[config.mk]
export PLATFORM = sky130hd
export DESIGN_NAME = ttic_top
export DESIGN_NICKNAME = d
export VERILOG_FILES = /design/src/inc/ttic_pkg.sv /design/src/core/ttic_top.sv
export SDC_FILE = /design/constraint.sdc
export NUM_CORES = 1
export LEC_CHECK = 0
export BUFFER_PORTS_ARGS = -buffer_cell sky130_fd_sc_hd__buf_2
export CAP_MARGIN = 20
export CORE_ASPECT_RATIO = 0.75
export CORE_MARGIN = 2
export CORE_UTILIZATION = 42
export CTS_BUF_LIST = sky130_fd_sc_hd__clkbuf_8
export CTS_CLUSTER_DIAMETER = 120
export DETAILED_ROUTE_END_ITERATION = 6
export PLACE_DENSITY_LB_ADDON = 0.25
export RECOVER_POWER = 100
export SLEW_MARGIN = 20
export SYNTH_ARGS = -nofsm -noshare
export SYNTH_HDL_FRONTEND = slang
export SYNTH_SLANG_ARGS = --single-unit
[constraint.sdc]
create_clock -name i_ref_clk -period 2.15 [get_ports i_ref_clk]
set_clock_uncertainty 0.15 [all_clocks]
set_input_delay 0 -clock i_ref_clk [delete_from_list [all_inputs] [get_ports i_ref_clk]]
set_output_delay 0 -clock i_ref_clk [all_outputs]
set_load 0.05 [all_outputs]
[src/inc/ttic_pkg.sv]
// constants for the timer and time base interrupt controller
package ttic_pkg;
    // register byte addresses on the register bus
    localparam logic [3:0] ADDR_MAIN = 4'h0;
    localparam logic [3:0] ADDR_TB   = 4'h4;
    // main_interrupt_control field positions
    localparam int MAIN_TMR1_FLAG = 6;
    localparam int MAIN_TMR0_FLAG = 5;
    localparam int MAIN_EXTF      = 4;
    localparam int MAIN_TMR1_EN   = 3;
    localparam int MAIN_TMR0_EN   = 2;
    localparam int MAIN_EXTE      = 1;
    localparam int MAIN_GLOBAL_EN = 0;
    // time_base_interrupt_control field positions
    localparam int TB_FLAG   = 4;
    localparam int TB_EN     = 0;
    // reset values
    localparam logic [3:0] FLAG_RST = 4'h0;
    localparam logic [3:0] EN_RST   = 4'h0;
    localparam logic       GLOBAL_EN_RST = 1'b0;
    // source index, in priority order
    localparam int SRC_EXT = 0;
    localparam int SRC_T0  = 1;
    localparam int SRC_T1  = 2;
    localparam int SRC_TB  = 3;
    localparam int NSRC    = 4;
    // vectors per source
    localparam logic [7:0] VEC_EXT = 8'h04;
    localparam logic [7:0] VEC_T0  = 8'h08;
    localparam logic [7:0] VEC_T1  = 8'h0c;
    localparam logic [7:0] VEC_TB  = 8'h10;
    // timing: clock period, instruction cycle, vector latency
    localparam int CLK_NS        = 50;
    localparam int INST_CLKS     = 4;
    localparam int INST_NS       = CLK_NS * INST_CLKS;
    localparam logic [1:0] PH_LAST = 2'(INST_CLKS - 1);
    localparam int LAT_NORM_INST = 2;
    localparam int LAT_WAKE_INST = 3;
    localparam logic [1:0] WAIT_NORM = 2'(LAT_NORM_INST - 1);
    localparam logic [1:0] WAIT_WAKE = 2'(LAT_WAKE_INST - 1);
    // bus responses
    localparam logic [1:0] RESP_OKAY   = 2'h0;
    localparam logic [1:0] RESP_SLVERR = 2'h2;
    typedef enum logic [0:0] {TTIC_IDLE, TTIC_WAIT} ttic_state_t;
endpackage : ttic_pkg

[src/core/ttic_top.sv]
// timer and time base interrupt controller with register bus slave
// Behaviour
// - time base register bits 7..5 and 3..1 read as zero
// - time base register bit 4 is the time base request flag, reset 0
// - time base register bit 0 is the time base enable, reset 0
// - main register flags: timer1 bit 6, timer0 bit 5, external bit 4
// - main register enables: timer1 bit 3, timer0 bit 2, external bit 1; bit 7 zero
// - main register bit 0 is global enable; clear blocks all servicing
// - timer interrupt needs global enable and its own enable
// - timer overflow sets that timer's request flag
// - enabled timer request with stack room calls the timer's vector
// - servicing a timer clears its flag and the global enable
// - time base interrupt needs global enable and time base enable
// - time base overflow sets the time base request flag
// - enabled time base request with stack room calls its vector
// - servicing time base clears its flag and the global enable
// - flags stay set until serviced or cleared; enables never discard them
// - every source can wake the processor from idle or sleep
// - interrupt entry pushes only the program counter
// - priority external 04h, timer0 08h, timer1 0ch, time base 10h
// - vector call 2 or 3 instruction cycles after request, 3 on wake
// - no request acknowledged while stack is full
//
// Decided for this implementation: the placing of the registers and the AXI4-Lite register port.
`timescale 1ns/1ps
module ttic_top (
    input  wire logic                 i_ref_clk,
    input  wire logic                 i_rst_n,
    input  wire logic                 i_awvalid,
    output logic                      o_awready,
    input  wire logic [3:0]           i_awaddr,
    input  wire logic                 i_wvalid,
    output logic                      o_wready,
    input  wire logic [31:0]          i_wdata,
    input  wire logic [3:0]           i_wstrb,
    output logic                      o_bvalid,
    input  wire logic                 i_bready,
    output logic [1:0]                o_bresp,
    input  wire logic                 i_arvalid,
    output logic                      o_arready,
    input  wire logic [3:0]           i_araddr,
    output logic                      o_rvalid,
    input  wire logic                 i_rready,
    output logic [31:0]               o_rdata,
    output logic [1:0]                o_rresp,
    input  wire logic                 i_ext_req,
    input  wire logic                 i_tmr0_ovf,
    input  wire logic                 i_tmr1_ovf,
    input  wire logic                 i_tb_ovf,
    input  wire logic                 i_stack_full,
    input  wire logic                 i_low_power,
    output logic                      o_call,
    output logic                      o_push_pc,
    output logic [7:0]                o_vector,
    output logic                      o_wake
);
    import ttic_pkg::*;

    logic [NSRC-1:0] flag;
    logic [NSRC-1:0] en;
    logic            global_irq_enable;
    logic [NSRC-1:0] next_flag;
    logic [NSRC-1:0] hw_set;
    logic [NSRC-1:0] cand;
    logic [NSRC-1:0] win;
    logic [7:0]      win_vec;
    logic            fire;
    logic [1:0]      phase;
    logic            boundary;
    logic [1:0]      wcnt;
    ttic_state_t     state;

    // bus state
    logic            aw_got;
    logic            w_got;
    logic [3:0]      waddr;
    logic [7:0]      wbyte;
    logic            wbyte_en;
    logic            do_wr;
    logic            wr_main;
    logic            wr_tb;
    logic [7:0]      main_rd;
    logic [7:0]      tb_rd;

    // ---------------- register bus slave ----------------
    assign do_wr   = aw_got && w_got && !o_bvalid;
    assign wr_main = do_wr && wbyte_en && (waddr == ADDR_MAIN);
    assign wr_tb   = do_wr && wbyte_en && (waddr == ADDR_TB);

    always_ff @(posedge i_ref_clk) begin
        if (!i_rst_n) begin
            aw_got <= 1'b0;
            waddr  <= 4'h0;
        end else if (i_awvalid && o_awready) begin
            aw_got <= 1'b1;
            waddr  <= i_awaddr;
        end else if (do_wr) begin
            aw_got <= 1'b0;
        end
    end

    always_ff @(posedge i_ref_clk) begin
        if (!i_rst_n) begin
            w_got    <= 1'b0;
            wbyte    <= 8'h00;
            wbyte_en <= 1'b0;
        end else if (i_wvalid && o_wready) begin
            w_got    <= 1'b1;
            wbyte    <= i_wdata[7:0];
            wbyte_en <= i_wstrb[0];
        end else if (do_wr) begin
            w_got <= 1'b0;
        end
    end

    // one write in flight; ready drops while a half is held or a response waits
    always_ff @(posedge i_ref_clk) begin
        if (!i_rst_n) begin
            o_awready <= 1'b0;
            o_wready  <= 1'b0;
        end else begin
            o_awready <= !aw_got && !(i_awvalid && o_awready) && !o_bvalid;
            o_wready  <= !w_got && !(i_wvalid && o_wready) && !o_bvalid;
        end
    end

    always_ff @(posedge i_ref_clk) begin
        if (!i_rst_n) begin
            o_bvalid <= 1'b0;
            o_bresp  <= RESP_OKAY;
        end else if (do_wr) begin
            o_bvalid <= 1'b1;
            o_bresp  <= (waddr == ADDR_MAIN || waddr == ADDR_TB) ? RESP_OKAY : RESP_SLVERR;
        end else if (o_bvalid && i_bready) begin
            o_bvalid <= 1'b0;
        end
    end

    // read images; unimplemented bits tie to zero
    always_comb begin
        main_rd                 = 8'h00;
        main_rd[MAIN_TMR1_FLAG] = flag[SRC_T1];
        main_rd[MAIN_TMR0_FLAG] = flag[SRC_T0];
        main_rd[MAIN_EXTF]      = flag[SRC_EXT];
        main_rd[MAIN_TMR1_EN]   = en[SRC_T1];
        main_rd[MAIN_TMR0_EN]   = en[SRC_T0];
        main_rd[MAIN_EXTE]      = en[SRC_EXT];
        main_rd[MAIN_GLOBAL_EN] = global_irq_enable;
        tb_rd              = 8'h00;
        tb_rd[TB_FLAG]     = flag[SRC_TB];
        tb_rd[TB_EN]       = en[SRC_TB];
    end

    always_ff @(posedge i_ref_clk) begin
        if (!i_rst_n) begin
            o_arready <= 1'b0;
        end else begin
            o_arready <= !(i_arvalid && o_arready) && !o_rvalid;
        end
    end

    always_ff @(posedge i_ref_clk) begin
        if (!i_rst_n) begin
            o_rvalid <= 1'b0;
            o_rdata  <= 32'h0000_0000;
            o_rresp  <= RESP_OKAY;
        end else if (i_arvalid && o_arready) begin
            o_rvalid <= 1'b1;
            unique case (i_araddr)
                ADDR_MAIN: begin
                    o_rdata <= {24'h00_0000, main_rd};
                    o_rresp <= RESP_OKAY;
                end
                ADDR_TB: begin
                    o_rdata <= {24'h00_0000, tb_rd};
                    o_rresp <= RESP_OKAY;
                end
                default: begin
                    o_rdata <= 32'h0000_0000;
                    o_rresp <= RESP_SLVERR;
                end
            endcase
        end else if (o_rvalid && i_rready) begin
            o_rvalid <= 1'b0;
        end
    end

    // ---------------- request flags and enables ----------------
    assign hw_set = {i_tb_ovf, i_tmr1_ovf, i_tmr0_ovf, i_ext_req};

    // hardware set wins over software clear and over the service clear
    always_comb begin
        next_flag = flag;
        if (wr_main) begin
            next_flag[SRC_T1]  = wbyte[MAIN_TMR1_FLAG];
            next_flag[SRC_T0]  = wbyte[MAIN_TMR0_FLAG];
            next_flag[SRC_EXT] = wbyte[MAIN_EXTF];
        end
        if (wr_tb) begin
            next_flag[SRC_TB] = wbyte[TB_FLAG];
        end
        if (fire) begin
            next_flag = next_flag & ~win;
        end
        next_flag = next_flag | hw_set;
    end

    always_ff @(posedge i_ref_clk) begin
        if (!i_rst_n) begin
            flag <= FLAG_RST;
        end else begin
            flag <= next_flag;
        end
    end

    // enables gate servicing and wake; they never touch a pending flag
    always_ff @(posedge i_ref_clk) begin
        if (!i_rst_n) begin
            en <= EN_RST;
        end else begin
            if (wr_main) begin
                en[SRC_T1]  <= wbyte[MAIN_TMR1_EN];
                en[SRC_T0]  <= wbyte[MAIN_TMR0_EN];
                en[SRC_EXT] <= wbyte[MAIN_EXTE];
            end
            if (wr_tb) begin
                en[SRC_TB] <= wbyte[TB_EN];
            end
        end
    end

    // service clear is applied after a software write in the same cycle
    always_ff @(posedge i_ref_clk) begin
        if (!i_rst_n) begin
            global_irq_enable <= GLOBAL_EN_RST;
        end else if (fire) begin
            global_irq_enable <= 1'b0;
        end else if (wr_main) begin
            global_irq_enable <= wbyte[MAIN_GLOBAL_EN];
        end
    end

    // ---------------- arbitration ----------------
    assign cand = (i_stack_full || !global_irq_enable) ? '0
                : (flag & en);

    always_comb begin
        win     = '0;
        win_vec = VEC_EXT;
        if (cand[SRC_EXT]) begin
            win[SRC_EXT] = 1'b1;
            win_vec      = VEC_EXT;
        end else if (cand[SRC_T0]) begin
            win[SRC_T0] = 1'b1;
            win_vec     = VEC_T0;
        end else if (cand[SRC_T1]) begin
            win[SRC_T1] = 1'b1;
            win_vec     = VEC_T1;
        end else if (cand[SRC_TB]) begin
            win[SRC_TB] = 1'b1;
            win_vec     = VEC_TB;
        end
    end

    // ---------------- instruction cycle timing ----------------
    always_ff @(posedge i_ref_clk) begin
        if (!i_rst_n) begin
            phase <= 2'h0;
        end else begin
            phase <= phase + 2'h1;
        end
    end

    assign boundary = (phase == PH_LAST);
    // winner is picked again at the call so a later, higher source is not starved
    assign fire = (state == TTIC_WAIT) && boundary && (wcnt == 2'h1) && (|cand);

    always_ff @(posedge i_ref_clk) begin
        if (!i_rst_n) begin
            state <= TTIC_IDLE;
            wcnt  <= 2'h0;
        end else begin
            unique case (state)
                TTIC_IDLE: begin
                    if (boundary && (|cand)) begin
                        state <= TTIC_WAIT;
                        wcnt  <= i_low_power ? WAIT_WAKE : WAIT_NORM;
                    end
                end
                TTIC_WAIT: begin
                    if (boundary) begin
                        if (wcnt == 2'h1) begin
                            state <= TTIC_IDLE;
                        end
                        wcnt <= wcnt - 2'h1;
                    end
                end
            endcase
        end
    end

    // call and push are one pulse; no accumulator or status save exists
    always_ff @(posedge i_ref_clk) begin
        if (!i_rst_n) begin
            o_call    <= 1'b0;
            o_push_pc <= 1'b0;
            o_vector  <= 8'h00;
        end else begin
            o_call    <= fire;
            o_push_pc <= fire;
            if (fire) begin
                o_vector <= win_vec;
            end
        end
    end

    // wake ignores the global enable so a halted core can poll flags
    always_ff @(posedge i_ref_clk) begin
        if (!i_rst_n) begin
            o_wake <= 1'b0;
        end else begin
            o_wake <= |(next_flag & en);
        end
    end
endmodule : ttic_top

==> flow_metrics.py <==
metrics = {
    "sta": {
        "final.min_clock_period_ns": 2.10,
        "worst_slew_pin_slew_ns": 0.660,
        "finalHoldViolCount": 0,
        "setup_violations": 0,
        "final.setup.tns_ns": 0,
        "rsz_0062_raised_after_global_routing": "false",
        "timing.final.max_slew_violations": 0,
        "finalCritPeriodShare_pct": 97.6,
        "worst_slew_margin_rel_pct": 56.0,
        "max_freq_ghz": 0.477,
    },
    "clocking": {
        "worstSkewPairLatency_ns": 0.30,
        "clk_pin_slew_worst_paths_ns": 0.09,
        "clock_sink_count": 47,
        "master_cell_of_the_clock_root_buffer": "sky130_fd_sc_hd__clkbuf_8",
        "cts-htree-levels": 2,
        "cts-root-to-sink-buffers": 2,
        "tritoncts": "done",
        "cts.repair_timing.setup_buffer_count": 0,
        "cts_inserted_buffers": 5,
    },
    "grt": {
        "grt.overflow.total": 0,
        "grt_pass1_vias": 1676,
        "initial_antenna_violation_count": 0,
        "maximum_number_of_pins_on_one_net_before_global_route_repair": 39,
        "gr-usage-all-layers_pct": 18.0,
        "grt_pass1_wl_microns": 8020,
    },
    "finish": {
        "fin_cells": 399,
        "post_layout_net_count": 397,
        "mostFrequentLayoutCell": "sky130_fd_sc_hd__dfxtp_1",
        "area_delta_synth_final_pct": 28.3,
        "most-common-layout-cells": "sky130_fd_sc_hd__dfxtp_1, sky130_fd_sc_hd__conb_1, sky130_fd_sc_hd__nand2_1",
        "layout-drive-gt1-share_pct": 16.2,
        "antennaDiodeCount": 0,
    },
    "floorplanning": {
        "dieArea_sq_um": 5770,
        "chipWidth_microns": 87.0,
        "die-height_microns": 66.3,
        "boundaryPins": 109,
        "core.rowCount": 22,
        "floorplan.initialDensity_pct": 44.1,
        "design.core.area_sq_um": 4930,
    },
    "power": {
        "swShare_pct": 28.7,
        "total_leakage_power_nw": 1.12,
        "pwr-share-comb_pct": 17.1,
        "p_int_w": 0.00137,
        "share_clk_of_total_power_pct": 34.8,
        "peakVddDrop_mv": 0.344,
        "p_switching_w": 0.000553,
        "cellPowerDensity_nw_per_um2": 691,
        "pwr-share-seq_pct": 48.2,
    },
    "synth": {
        "yosys_reg_bits": 47,
        "syn_avg_cell_area_sq_um": 8.51,
        "ys_dominant_reg_cell": "sky130_fd_sc_hd__dfxtp_1",
        "syn_area_sq_um": 2170,
        "ys_top_cells_by_area": "sky130_fd_sc_hd__dfxtp_1, sky130_fd_sc_hd__buf_4, sky130_fd_sc_hd__a21oi_1",
        "yosysWarningCount": 0,
        "netlist-cell-type-count": 43,
        "count_of_flip_flops_with_a_built_in_enable_after_synthesis": 0,
        "synth_top_area_cell": "sky130_fd_sc_hd__dfxtp_1",
        "synthesized_netlist_cell_count": 255,
        "yosysSeqAreaShare_pct": 43.3,
        "synth_top_area_share_pct": 43.3,
        "asyncSetResetFlopFracSynth_pct": 0,
    },
    "setup_path": {
        "worstReg2RegStart": "waddr[0]",
        "timing.setup.critical_path_class": "reg2reg",
        "rr_endpoint": "o_wake",
        "r2r_slack_ns": 0.05,
        "cp_data_required_time_ns": 2.17,
        "worst-endpoint-arrival_ns": 2.11,
        "worstSetupStartpointType": "flop",
        "setup.worst_path.end_class": "flop",
        "critPathMaxFanout": 3,
        "worst_r2r_path_depth": 5,
        "startpoint": "waddr[0]",
        "crit_end": "o_wake",
    },
    "placement": {
        "place_congestion": 0.811,
        "portBuffers": 48,
        "numPlacedInstances": 362,
        "detailedPlacementHpwl_microns": 3310,
    },
    "route": {
        "post-route-drc-count": 0,
        "firstDrtPassIters": 4,
        "ant_nets": 0,
        "wl_per_cell_microns": 12.5,
        "avgViaCountPerCell": 4.76,
        "drtIter0Drc": 118,
        "vias": 1899,
        "route.final.wire_length_microns": 5000,
    },
    "hold_path": {
        "class_of_the_tightest_hold_or_removal_check": "in2reg",
        "holdPathStages": 4,
    },
    "run": {
        "cap_violations": 0,
    },
    "run_status": {
        "status": "completed",
    },
}
-- final cells by class --
type                       count  area (sq um)
clock buffer                   6          82.6
multi-input combinational    190          1050
clock inverter                 2          35.0
fill                         474          2140
sequential                    47           941
tap                           60          75.1
inverter                       9          33.8
timing repair buffer          85           569
-- sequential cells by signal, indices dropped and copies added (netlist names), 2 cells and up --
signal	flops
o_vector	3
o_rdata	7
waddr	4
en	4
flag	4
phase	2
wbyte	7
wcnt	2
-- cells in the mapped netlist (3+ instances only) --
master / n
sky130_fd_sc_hd__mux2i_1: 8
sky130_fd_sc_hd__and2_1: 4
sky130_fd_sc_hd__clkbuf_1: 5
sky130_fd_sc_hd__nor2_1: 25
sky130_fd_sc_hd__dfxtp_1: 47
sky130_fd_sc_hd__inv_1: 8
sky130_fd_sc_hd__buf_4: 33
sky130_fd_sc_hd__nand3_1: 8
sky130_fd_sc_hd__a21oi_1: 29
sky130_fd_sc_hd__nor3_1: 6
sky130_fd_sc_hd__nand2b_1: 4
sky130_fd_sc_hd__nand2_1: 31
sky130_fd_sc_hd__nand4_1: 3
sky130_fd_sc_hd__a211oi_1: 3
sky130_fd_sc_hd__a22oi_1: 6
-- cell families (layout without fill, tap and decap cells) --
family                   count (synthesis)  count (layout)  synth area share (%)
buffers and inverters                   49             102                  14.5
other                                    1              32                 0.173
AND/OR/NAND/NOR                         97              97                  22.2
adder cells (fa/ha/maj)                  2               2                  1.15
multiplexers                            10              10                  4.90
AO/OA/AOI/OAI                           49              49                  13.7
flip-flops                              47              47                  43.3
-- per-layer routing --
layer / track usage [%] / vias to the layer above / wire, microns
met2: 27.8 / 67 / 2240
li1: - / 971 / -
met1: 24.7 / 857 / 2340
met4: 3.52 / 0 / 31
met3: 5.99 / 4 / 382
met5: 0 / - / 0
-- metrics by stage --
step | total power [W] | instance area (sq um) | hold WS (ns) | setup slack (ns) | util [%]
CTS | 0.00194 | 2790 | 0.00268 | 0.0101 | 56.6
floorplan | 0.00121 | 2290 | -0.0439 | 0.0584 | -
detailed placement | 0.00123 | 2380 | 0.0938 | 0.0307 | 48.3
global placement | 0.00123 | 2380 | 0.0932 | 0.0258 | 48.3
global route | 0.00203 | 2790 | 0.0373 | 0.00441 | 56.5
finish | 0.00193 | 2790 | 0.0127 | 0.0523 | 56.5
-- worst max-delay path, cell delays in order, from the launching register on --
cell and delay (ns):
sky130_fd_sc_hd__dfxtp_1 0.34, sky130_fd_sc_hd__or4b_4 0.56, sky130_fd_sc_hd__nor3_4 0.22, sky130_fd_sc_hd__mux2_2 0.38
sky130_fd_sc_hd__a31oi_4 0.18, sky130_fd_sc_hd__o2111ai_2 0.14
-- power by group through the flow --
stage,Sequential [W],Combinational [W],Clock [W]
floorplan,0.000972,0.000243,0
CTS,0.000927,0.000325,0.000693
finish,0.000928,0.000329,0.000669
global route,0.000933,0.000354,0.000740
detailed placement,0.000947,0.000286,0
global placement,0.000946,0.000284,0
-- repair_timing --
item | 4_1_cts | 5_1_grt
endpoints found under the setup margin | 0 | 2
resized for setup | 0 | 5
hold buffers | 29 | 0
hold endpoints to repair | 27 | 0
-- how the worst min path moves through the flow --
stage / from / slack (ns) / end
floorplan: i_ext_req / -0.04 / flag[0]
global placement: i_ext_req / 0.09 / flag[0]
detailed placement: i_ext_req / 0.09 / flag[0]
CTS: i_araddr[2] / 0.003 / o_rdata[1]
global route: i_araddr[2] / 0.04 / o_rdata[3]
finish: i_araddr[2] / 0.01 / o_rdata[5]
Power figures use the tool's default switching activity.
